**config.mk**
```make
export PLATFORM = sky130hd
export DESIGN_NAME = pmt_bank
export DESIGN_NICKNAME = d
export VERILOG_FILES = /design/src/pkg/pmt_pkg.sv /design/src/design/pmt_bank.sv
export SDC_FILE = /design/constraint.sdc
export NUM_CORES = 1
export LEC_CHECK = 0
export BUFFER_PORTS_ARGS = -buffer_cell sky130_fd_sc_hd__buf_4
export CORE_ASPECT_RATIO = 0.7
export CORE_MARGIN = 2
export CORE_UTILIZATION = 55
export CTS_BUF_LIST = sky130_fd_sc_hd__clkbuf_16
export DETAILED_ROUTE_END_ITERATION = 7
export HOLD_SLACK_MARGIN = 0.06
export PLACE_DENSITY = 0.79
export SETUP_SLACK_MARGIN = 0.3
export SYNTH_ARGS = -nofsm -noshare
export SYNTH_HDL_FRONTEND = slang
export SYNTH_SLANG_ARGS = --single-unit
```
**constraint.sdc**
```tcl
create_clock -name mclk_in -period 6.45 [get_ports mclk_in]
set_input_delay 0.9675 -clock mclk_in [delete_from_list [all_inputs] [get_ports mclk_in]]
set_output_delay 0.9675 -clock mclk_in [all_outputs]
set_load 0.05 [all_outputs]
```
**src/pkg/pmt_pkg.sv**
```systemverilog
// Purpose: Constants and types for the power event, control and timer register bank
// Assumes: Byte-wide system I/O accesses relative to a programmable base
// Notes: Constants, field positions and the state record of the bank
package pmt_pkg;

  localparam int unsigned TMR_W        = 24;
  localparam real         TMR_FREQ_MHZ = 3.579545;

  localparam logic [15:0] BLK_SIZE     = 16'h000c;
  localparam logic [3:0]  OFS_STS_LOW  = 4'h0;
  localparam logic [3:0]  OFS_STS_HIGH = 4'h1;
  localparam logic [3:0]  OFS_EN_LOW   = 4'h2;
  localparam logic [3:0]  OFS_EN_HIGH  = 4'h3;
  localparam logic [3:0]  OFS_CTL0     = 4'h4;
  localparam logic [3:0]  OFS_CTL1     = 4'h5;
  localparam logic [3:0]  OFS_CTL2     = 4'h6;
  localparam logic [3:0]  OFS_CTL3     = 4'h7;
  localparam logic [3:0]  OFS_TMR0     = 4'h8;
  localparam logic [3:0]  OFS_TMR1     = 4'h9;
  localparam logic [3:0]  OFS_TMR2     = 4'ha;
  localparam logic [3:0]  OFS_TMR3     = 4'hb;

  localparam int unsigned BIT_TMR      = 0;
  localparam int unsigned BIT_BM_STS   = 4;
  localparam int unsigned BIT_GBL      = 5;
  localparam int unsigned BIT_WAK      = 7;
  localparam int unsigned BIT_ROUTE    = 0;
  localparam int unsigned BIT_RELOAD   = 1;
  localparam int unsigned BIT_GRELEASE = 2;
  localparam int unsigned BIT_CARRY    = 23;

  localparam logic [7:0]  RESET_BYTE   = 8'h00;

  typedef enum logic [0:0]
  {
    PMT_WORKING  = 1'b0,
    PMT_SLEEPING = 1'b1
  } pmt_mode_e;

  typedef struct packed
  {
    pmt_mode_e          mode;
    logic [TMR_W-1:0]   timer_count_value;
    logic               clk_prev;
    logic               timer_carry_status;
    logic               bus_master_status;
    logic               global_event_status;
    logic               wake_status;
    logic               timer_carry_enable;
    logic               global_event_enable;
    logic               interrupt_route_select;
    logic               bus_master_reload_enable;
    logic               global_release;
    logic               firmware_status;
    logic               firmware_release;
    logic               bus_master_control;
    logic [7:0]         rdata;
    logic               rd_ack;
    logic               sci_n;
    logic               smi_n;
  } pmt_state_s;

endpackage

```
**src/design/pmt_bank.sv**
```systemverilog
// Purpose: Power event, control and timer register bank in system I/O space
// Assumes: All inputs synchronous to mclk_in; input_clock_in sampled at 100 MHz
// Notes: Reads answer one cycle after the strobe; reads have no side effects
`timescale 1ns/1ps
module pmt_bank
  import pmt_pkg::*;
(
  // Clock and reset
  input  wire logic        mclk_in,
  input  wire logic        rstn_in,
  // System I/O bus
  input  wire logic [15:0] io_addr_in,
  input  wire logic        io_rd_in,
  input  wire logic        io_wr_in,
  input  wire logic [7:0]  io_wdata_in,
  input  wire logic [15:0] io_base_in,
  output logic      [7:0]  io_rdata_out,
  output logic             io_rd_ack_out,
  // Timer clock
  input  wire logic        input_clock_in,
  // Sleep control
  input  wire logic        resume_event_in,
  input  wire logic        standby_expired_in,
  input  wire logic        all_devices_sleep_in,
  output logic             sleeping_out,
  // Firmware side
  input  wire logic        mgmt_interrupt_enable_in,
  input  wire logic        firmware_enable_in,
  input  wire logic        firmware_release_set_in,
  input  wire logic        firmware_status_clr_in,
  input  wire logic        bus_master_control_set_in,
  output logic             firmware_status_out,
  // Interrupts, active low
  output logic             sci_n_out,
  output logic             smi_n_out
);

  pmt_state_s q;
  pmt_state_s d;

  logic [15:0] offset;
  logic        hit;
  logic        wr_hit;
  logic        tick;
  logic        pm_event;
  logic [3:0]  ofs;

  assign offset = io_addr_in - io_base_in;
  assign hit    = (offset < BLK_SIZE);
  assign ofs    = offset[3:0];
  assign wr_hit = io_wr_in && hit;
  assign tick   = input_clock_in && !q.clk_prev;

  always_comb
  begin
    d          = q;
    d.clk_prev = input_clock_in;
    // Timer advances on each rising input clock edge while working
    if (tick && (q.mode == PMT_WORKING))
    begin
      d.timer_count_value = q.timer_count_value + 24'h000001;
    end
    // Status clears by write one
    if (wr_hit && (ofs == OFS_STS_LOW))
    begin
      if (io_wdata_in[BIT_TMR])
      begin
        d.timer_carry_status = 1'b0;
      end
      if (io_wdata_in[BIT_BM_STS])
      begin
        d.bus_master_status  = 1'b0;
        d.bus_master_control = 1'b0;
      end
      if (io_wdata_in[BIT_GBL])
      begin
        d.global_event_status = 1'b0;
        d.firmware_release    = 1'b0;
      end
    end
    if ((wr_hit && (ofs == OFS_STS_HIGH) && io_wdata_in[BIT_WAK]) || standby_expired_in)
    begin
      d.wake_status = 1'b0;
    end
    if (wr_hit && (ofs == OFS_EN_LOW))
    begin
      d.timer_carry_enable  = io_wdata_in[BIT_TMR];
      d.global_event_enable = io_wdata_in[BIT_GBL];
    end
    if (firmware_status_clr_in)
    begin
      d.firmware_status = 1'b0;
      d.global_release  = 1'b0;
    end
    if (wr_hit && (ofs == OFS_CTL0))
    begin
      d.interrupt_route_select   = io_wdata_in[BIT_ROUTE];
      d.bus_master_reload_enable = io_wdata_in[BIT_RELOAD];
      if (io_wdata_in[BIT_GRELEASE])
      begin
        d.global_release  = 1'b1;
        d.firmware_status = 1'b1;
      end
    end
    // Hardware sets win over clears
    if (d.timer_count_value[BIT_CARRY] != q.timer_count_value[BIT_CARRY])
    begin
      d.timer_carry_status = 1'b1;
    end
    if (bus_master_control_set_in)
    begin
      d.bus_master_control = 1'b1;
      d.bus_master_status  = 1'b1;
    end
    if (firmware_release_set_in)
    begin
      d.firmware_release    = 1'b1;
      d.global_event_status = 1'b1;
    end
    unique case (q.mode)
      PMT_SLEEPING:
      begin
        if (resume_event_in)
        begin
          d.wake_status = 1'b1;
          d.mode        = PMT_WORKING;
        end
      end
      PMT_WORKING:
      begin
        if (!q.wake_status && all_devices_sleep_in)
        begin
          d.mode = PMT_SLEEPING;
        end
      end
    endcase
    // Event routing
    pm_event = (d.timer_carry_enable && d.timer_carry_status)
             || (d.global_event_enable && d.global_event_status)
             || (d.bus_master_reload_enable && d.bus_master_control);
    d.sci_n  = !(d.interrupt_route_select && pm_event);
    d.smi_n  = !((!d.interrupt_route_select && mgmt_interrupt_enable_in && pm_event)
             || (d.global_release && firmware_enable_in));
    // Register read, reserved bits zero
    d.rd_ack = io_rd_in && hit;
    d.rdata  = RESET_BYTE;
    if (io_rd_in && hit)
    begin
      unique case (ofs)
        OFS_STS_LOW:
        begin
          d.rdata = {2'b00, q.global_event_status, q.bus_master_status,
                     3'b000, q.timer_carry_status};
        end
        OFS_STS_HIGH:
        begin
          d.rdata = {q.wake_status, 7'h00};
        end
        OFS_EN_LOW:
        begin
          d.rdata = {2'b00, q.global_event_enable, 4'h0, q.timer_carry_enable};
        end
        OFS_CTL0:
        begin
          d.rdata = {5'h00, q.global_release, q.bus_master_reload_enable,
                     q.interrupt_route_select};
        end
        OFS_TMR0:
        begin
          d.rdata = q.timer_count_value[7:0];
        end
        OFS_TMR1:
        begin
          d.rdata = q.timer_count_value[15:8];
        end
        OFS_TMR2:
        begin
          d.rdata = q.timer_count_value[23:16];
        end
        default:
        begin
          d.rdata = RESET_BYTE;
        end
      endcase
    end
  end

  always_ff @(posedge mclk_in or negedge rstn_in)
  begin
    if (!rstn_in)
    begin
      q       <= '0;
      q.sci_n <= 1'b1;
      q.smi_n <= 1'b1;
    end
    else
    begin
      q <= d;
    end
  end

  assign io_rdata_out        = q.rdata;
  assign io_rd_ack_out       = q.rd_ack;
  assign sleeping_out        = q.mode;
  assign firmware_status_out = q.firmware_status;
  assign sci_n_out           = q.sci_n;
  assign smi_n_out           = q.smi_n;

  property p_wake_set;
    @(posedge mclk_in) disable iff (!rstn_in)
    (q.mode == PMT_SLEEPING && resume_event_in) |=> (q.wake_status && q.mode == PMT_WORKING);
  endproperty
  a_wake_set: assert property (p_wake_set) else $error("Wake not set on resume");

  property p_wake_only_hw;
    @(posedge mclk_in) disable iff (!rstn_in)
    $rose(q.wake_status) |-> (($past(q.mode) == PMT_SLEEPING) && $past(resume_event_in));
  endproperty
  a_wake_only_hw: assert property (p_wake_only_hw) else $error("Wake set without cause");

  property p_wake_clear;
    @(posedge mclk_in) disable iff (!rstn_in)
    (standby_expired_in && !(q.mode == PMT_SLEEPING && resume_event_in)) |=> !q.wake_status;
  endproperty
  a_wake_clear: assert property (p_wake_clear) else $error("Wake not cleared");

  property p_sleep_entry;
    @(posedge mclk_in) disable iff (!rstn_in)
    (q.mode == PMT_WORKING && !q.wake_status && all_devices_sleep_in) |=> sleeping_out;
  endproperty
  a_sleep_entry: assert property (p_sleep_entry) else $error("Chip did not sleep");

  property p_carry_edge;
    @(posedge mclk_in) disable iff (!rstn_in)
    ($past(q.timer_count_value[BIT_CARRY]) != q.timer_count_value[BIT_CARRY])
      |-> q.timer_carry_status;
  endproperty
  a_carry_edge: assert property (p_carry_edge) else $error("Carry status missed");

  property p_timer_hold;
    @(posedge mclk_in) disable iff (!rstn_in)
    (!tick || q.mode == PMT_SLEEPING) |=> $stable(q.timer_count_value);
  endproperty
  a_timer_hold: assert property (p_timer_hold) else $error("Timer moved without tick");

  property p_timer_step;
    @(posedge mclk_in) disable iff (!rstn_in)
    (tick && q.mode == PMT_WORKING)
      |=> (q.timer_count_value == $past(q.timer_count_value) + 24'h000001);
  endproperty
  a_timer_step: assert property (p_timer_step) else $error("Timer did not count");

  property p_sci_timer;
    @(posedge mclk_in) disable iff (!rstn_in)
    (q.interrupt_route_select && q.timer_carry_enable && q.timer_carry_status) |-> !sci_n_out;
  endproperty
  a_sci_timer: assert property (p_sci_timer) else $error("Timer SCI missing");

  property p_no_sci_unrouted;
    @(posedge mclk_in) disable iff (!rstn_in)
    !q.interrupt_route_select |-> sci_n_out;
  endproperty
  a_no_sci_unrouted: assert property (p_no_sci_unrouted) else $error("SCI while unrouted");

  property p_release_smi;
    @(posedge mclk_in) disable iff (!rstn_in)
    (wr_hit && ofs == OFS_CTL0 && io_wdata_in[BIT_GRELEASE] && firmware_enable_in)
      ##1 firmware_enable_in |-> (firmware_status_out && !smi_n_out);
  endproperty
  a_release_smi: assert property (p_release_smi) else $error("Release SMI missing");

  property p_rsvd_read;
    @(posedge mclk_in) disable iff (!rstn_in)
    (io_rd_in && hit && ofs == OFS_EN_HIGH) |=> (io_rd_ack_out && io_rdata_out == 8'h00);
  endproperty
  a_rsvd_read: assert property (p_rsvd_read) else $error("Reserved read nonzero");

  property p_tmr_read;
    @(posedge mclk_in) disable iff (!rstn_in)
    (io_rd_in && hit && ofs == OFS_TMR1) |=> (io_rdata_out == $past(q.timer_count_value[15:8]));
  endproperty
  a_tmr_read: assert property (p_tmr_read) else $error("Timer byte wrong");

endmodule

```
# After elaboration in Yosys (flattened, before gate mapping)
# Index checks and enable logic that the tools add are counted.
[op_classes]
addsub = 2
n_lt_le_gt_ge = 1
eq_ne = 7
muxes = 23
bitwise = 1
n_reduce_logical = 30
[ops]
columns = ["op", "n"]
rows = [
  ["$pmux 8 s7", 1],
  ["$add 24x1->24 const B", 1],
  ["$mux 24", 1],
  ["$logic_and 1x1->1", 17],
  ["$lt 16x4->1 const B", 1],
  ["$sub 16x16->16", 1],
  ["$mux 1", 14],
  ["$eq 4x4->1 const B", 3],
  ["$mux 8", 1],
  ["$mux 2", 3],
  ["$logic_not 1->1", 5],
  ["$eq 4x1->1 const B", 1],
  ["$eq 4x2->1 const B", 1],
  ["$eq 4x3->1 const B", 1],
  ["$logic_not 4->1", 1],
  ["$logic_or 1x1->1", 4],
  ["$mux 4", 1],
  ["$reduce_bool 2->1", 2],
  ["$mux 3", 1],
  ["$pmux 1 s2", 1],
  ["$reduce_and 2->1", 1],
  ["$ne 1x1->1", 1],
  ["$not 1->1", 1],
]
[totals]
regBits = 48
input_bits = 53
word_cells = 83

# Longest topological paths before layout
[depth]
word_depth = 12
depth_mapped = 15
mapped_depth_nobuf = 14

# Least setup slack after synthesis
# No wires, ideal clock.
[synth_path]
path_type = "input -> register"
start = "in io_addr_in[0]"
end = "reg q, in the netlist smi_n_out"
setup_time_ns = 0.068
arrival_ns = 4.277
slack_ns = 2.105
stages = 15
path_buffers = 1
cell_sequence = "inv_1 -> ha_1 -> inv_1 -> fa_1 -> buf_2 -> a21oi_2 -> o221ai_1 -> nor4_1 -> nor4_1 -> or4_4 -> or4b_4 -> o31ai_1 -> a21oi_1 -> a221oi_2 -> a2bb2oi_2"
[synth_rtl]
columns = ["item", "line_no", "rtl"]
rows = [
  ["start, declared", "pmt_bank.sv:12", "input wire logic [15:0] io_addr_in,"],
  ["end, declared", "pmt_bank.sv:38", "pmt_state_s q;"],
]

==> metrics.cfg <==
[status]
run_status = completed

[drt]
viasPerCell = 5.95
wl_final_um = 8380
route.antenna.remaining_nets = 0
drc = 0
drtIter0Drc = 311
first_pass_iters = 5
wl_per_cell_um = 16.5
vias = 3018

[clock_tree]
htree_levels = 2
clock_tree_from_tritoncts = done
cts-buffers-inserted = 5
post_cts_resized = 0
clock-sinks = 48
clkSlewWorstSetupHoldPaths_ns = 0.07
clkLatencyLatePin_ns = 0.29
clock_tree.buffer_depth = 2
cts_hold_buffers = 0
cts_root_buf = sky130_fd_sc_hd__clkbuf_16
post_cts.repair.setup_buffers = 0

[global_routing]
pin_count_of_the_biggest_net_entering_global_routing = 49
first_pass_grt_wire_length_um = 13900
grt_overflow_total = 0
antenna_found_initial = 0
via_count_of_the_first_global_routing_pass = 2866
global_route.usage.total_pct = 24.5

[timing]
count_of_endpoints_failing_setup_in_the_final_report = 0
maxClockFrequency_ghz = 0.215
finalHoldViolations = 0
post-route-period-util_pct = 72.2
max_slew_margin_pct = 37.7
setup-tns-final_ns = 0
finalMaxSlewViolations = 0
post-route-min-period_ns = 4.66
fin_skew_ns = 0.0104
grt_setup_unrepaired = no
max_slew.worst_pin.slew_ns = 0.928

[synthesis]
synth_top_area_share_pct = 33.0
postSynthNetCount = 450
synthCells = 380
netlist_top_cells_count = sky130_fd_sc_hd__dfrtp_1 (46), sky130_fd_sc_hd__nand2_1 (34), sky130_fd_sc_hd__inv_1 (28), sky130_fd_sc_hd__xnor2_1 (26), sky130_fd_sc_hd__a21oi_1 (24)
synth-main-ff-cell = sky130_fd_sc_hd__dfrtp_1
synthesis.area_sq_um = 3490
syn-mean-instance-area_sq_um = 9.17
postSynthRegisterBits = 48
ys_async_sr_fraction_pct = 100
count_of_flip_flops_with_a_built_in_enable_after_synthesis = 0
synth.most_common_cell = sky130_fd_sc_hd__dfrtp_1
yosys-top-cells-area = sky130_fd_sc_hd__dfrtp_1 (33%), sky130_fd_sc_hd__xnor2_1 (6.5%), sky130_fd_sc_hd__ha_1 (5.7%)
post-synth-top-area-cell = sky130_fd_sc_hd__dfrtp_1
ys_types = 70
synth-warning-count = 0
yosysSeqAreaShare_pct = 34.5

[setup_path]
worstPathRequired_ns = 6.67
crit_path_cell_trace = buf_4 -> inv_1 -> ha_1 -> inv_1 -> fa_1 -> a21oi_2 -> o221ai_1 -> nor4_1 -> nor4_1 -> or4_4 -> or4b_4 -> nor2_8 -> a41oi_1 -> a221oi_2 -> a2bb2oi_2
worst_setup_end_kind = flip-flop
critical-path-max-stage-delay_ns = 0.56
critical_path.reg2reg.endpoint = smi_n_out$_DFF_PN1_
reg2regPathDepth = 8
criticalPathCategory = in2reg
critical_path.max_fanout = 7
r2r_start = sleeping_out$_DFF_PN0_
worst_setup_path_start_kind = primary input
r2r_setup_slack_ns = 3.27
standard_cell_with_the_maximum_stage_delay_on_the_critical_path = sky130_fd_sc_hd__or4b_4
worst-endpoint-arrival_ns = 4.88

[finish]
antenna-diode-count = 0
fin_nets = 498
layout-drive-gt1-share_pct = 21.9
layout-area-overhead-vs-synth_pct = 16.4
final_cell_area_sq_um = 4060

[pwr]
power_per_cell_area_nw_per_um2 = 228
p_leak_nw = 1.84
ir_drop_uv = 150

[floorplanning]
ports = 66
placeableCoreArea_sq_um = 6190
core.rowCount = 24
design.die.area_sq_um = 7000
starting_density_of_the_core_pct = 56.4
fp.dieW_um = 99.2
die_height_um = 70.6

[placement]
dp.final_hpwl_um = 6150
gp_congestion = 0.918
dpl_cell_area_sq_um = 3860
io_buffers = 63

[hold_path]
timing.hold.worst.start = q[27]$_DFFE_PN0P_
timing.hold.worst_endpoint = q[27]$_DFFE_PN0P_
timing.hold.worst_path_depth = 1
min_path_type = reg2reg

[run]
drv_cap = 0

[state kept, by name, indices dropped and copies added, names as in the netlist]
signal               flops
sleeping_out             1
io_rdata_out             8
q                       35
io_rd_ack_out            1
smi_n_out                1
firmware_status_out      1
sci_n_out                1
[stage by stage]
stage | worst slack, ns | hold slack, ns | total power [mW] | utilization [%] | std cells
2_1_floorplan | 2.10 | 0.446 | 0.517 | - | 380
3_3_place_gp | 1.67 | 0.470 | 0.576 | 62.4 | 499
3_5_place_dp | 1.54 | 0.478 | 0.584 | 62.4 | 499
4_1_cts | 1.83 | 0.494 | 0.923 | 65.6 | 507
5_1_grt | 1.62 | 0.514 | 0.967 | 65.6 | 507
6_report | 1.79 | 0.497 | 0.924 | 65.6 | 507
[placed cells by master, fill, tap and decap left out, drive strengths merged, types with 5 or more instances in the layout]
| master | n |
|---|---|
| mux2i | 7 |
| dfrtp | 46 |
| nor3 | 9 |
| o22ai | 5 |
| a22oi | 7 |
| ha | 16 |
| inv | 29 |
| mux2 | 5 |
| nand3 | 21 |
| a21oi | 26 |
| o21ai | 15 |
| xnor2 | 26 |
| buf | 63 |
| clkbuf | 5 |
| xor2 | 7 |
| and3 | 7 |
| nor2 | 24 |
| nand4 | 12 |
| nand2 | 34 |
[kinds of logic (layout without fill, tap and decap cells)]
family | Yosys count | count (layout) | share of synthesized area (%)
flops | 48 | 48 | 34.5
xor+xnor | 33 | 33 | 8.29
mux | 12 | 12 | 3.63
fa+ha+maj | 17 | 17 | 6.32
buf+inv | 50 | 99 | 8.58
simple gates | 128 | 128 | 19.1
compound gates | 92 | 92 | 19.5
[layer usage]
layer | wire length (um) | share of wire (%) | up-vias | global-route usage, %
li1 | - | - | 1460 | -
met1 | 4080 | 49 | 1406 | 38.3
met2 | 3500 | 42 | 140 | 35.4
met3 | 699 | 8.3 | 12 | 4.74
met4 | 98 | 1.2 | 0 | 5.33
met5 | 0 | 0 | - | 0
[worst max path at each step]
stage / from / endpoint / slack, ns / depth (start not counted)
after global placement: io_addr_in[0] / smi_n_out$_DFF_PN1_ / 1.67 / 15
after CTS: io_addr_in[0] / smi_n_out$_DFF_PN1_ / 1.83 / 15
after floorplan: io_addr_in[0] / smi_n_out$_DFF_PN1_ / 2.10 / 15
final: io_addr_in[0] / smi_n_out$_DFF_PN1_ / 1.79 / 15
after global routing: io_addr_in[0] / smi_n_out$_DFF_PN1_ / 1.62 / 15
after detailed placement: io_addr_in[0] / smi_n_out$_DFF_PN1_ / 1.54 / 15
[area by class of cell]
cell class | instances | area, sq um
clock buffer | 5 | 125
tap | 78 | 97.6
timing repair buffer | 63 | 473
inverter | 28 | 105
clock inverter | 3 | 68.8
sequential | 48 | 1200
multi-input combinational | 282 | 1980
fill | 482 | 2130
[worst max-delay path: cells and delay by family]
kind                     cells  cell delay, ns
AND/OR/NAND/NOR              5            1.75
AO/OA/AOI/OAI                5            1.29
adder cells (fa/ha/maj)      2            0.66
buffers and inverters        3            0.20
[where the power goes]
group	switching [mW]	internal [mW]	leakage [nW]
Sequential	0.0266	0.320	0.635
Clock	0.118	0.224	0.0944
Combinational	0.135	0.102	1.11
Total	0.279	0.645	1.84
(Power assumes the default switching activity.)
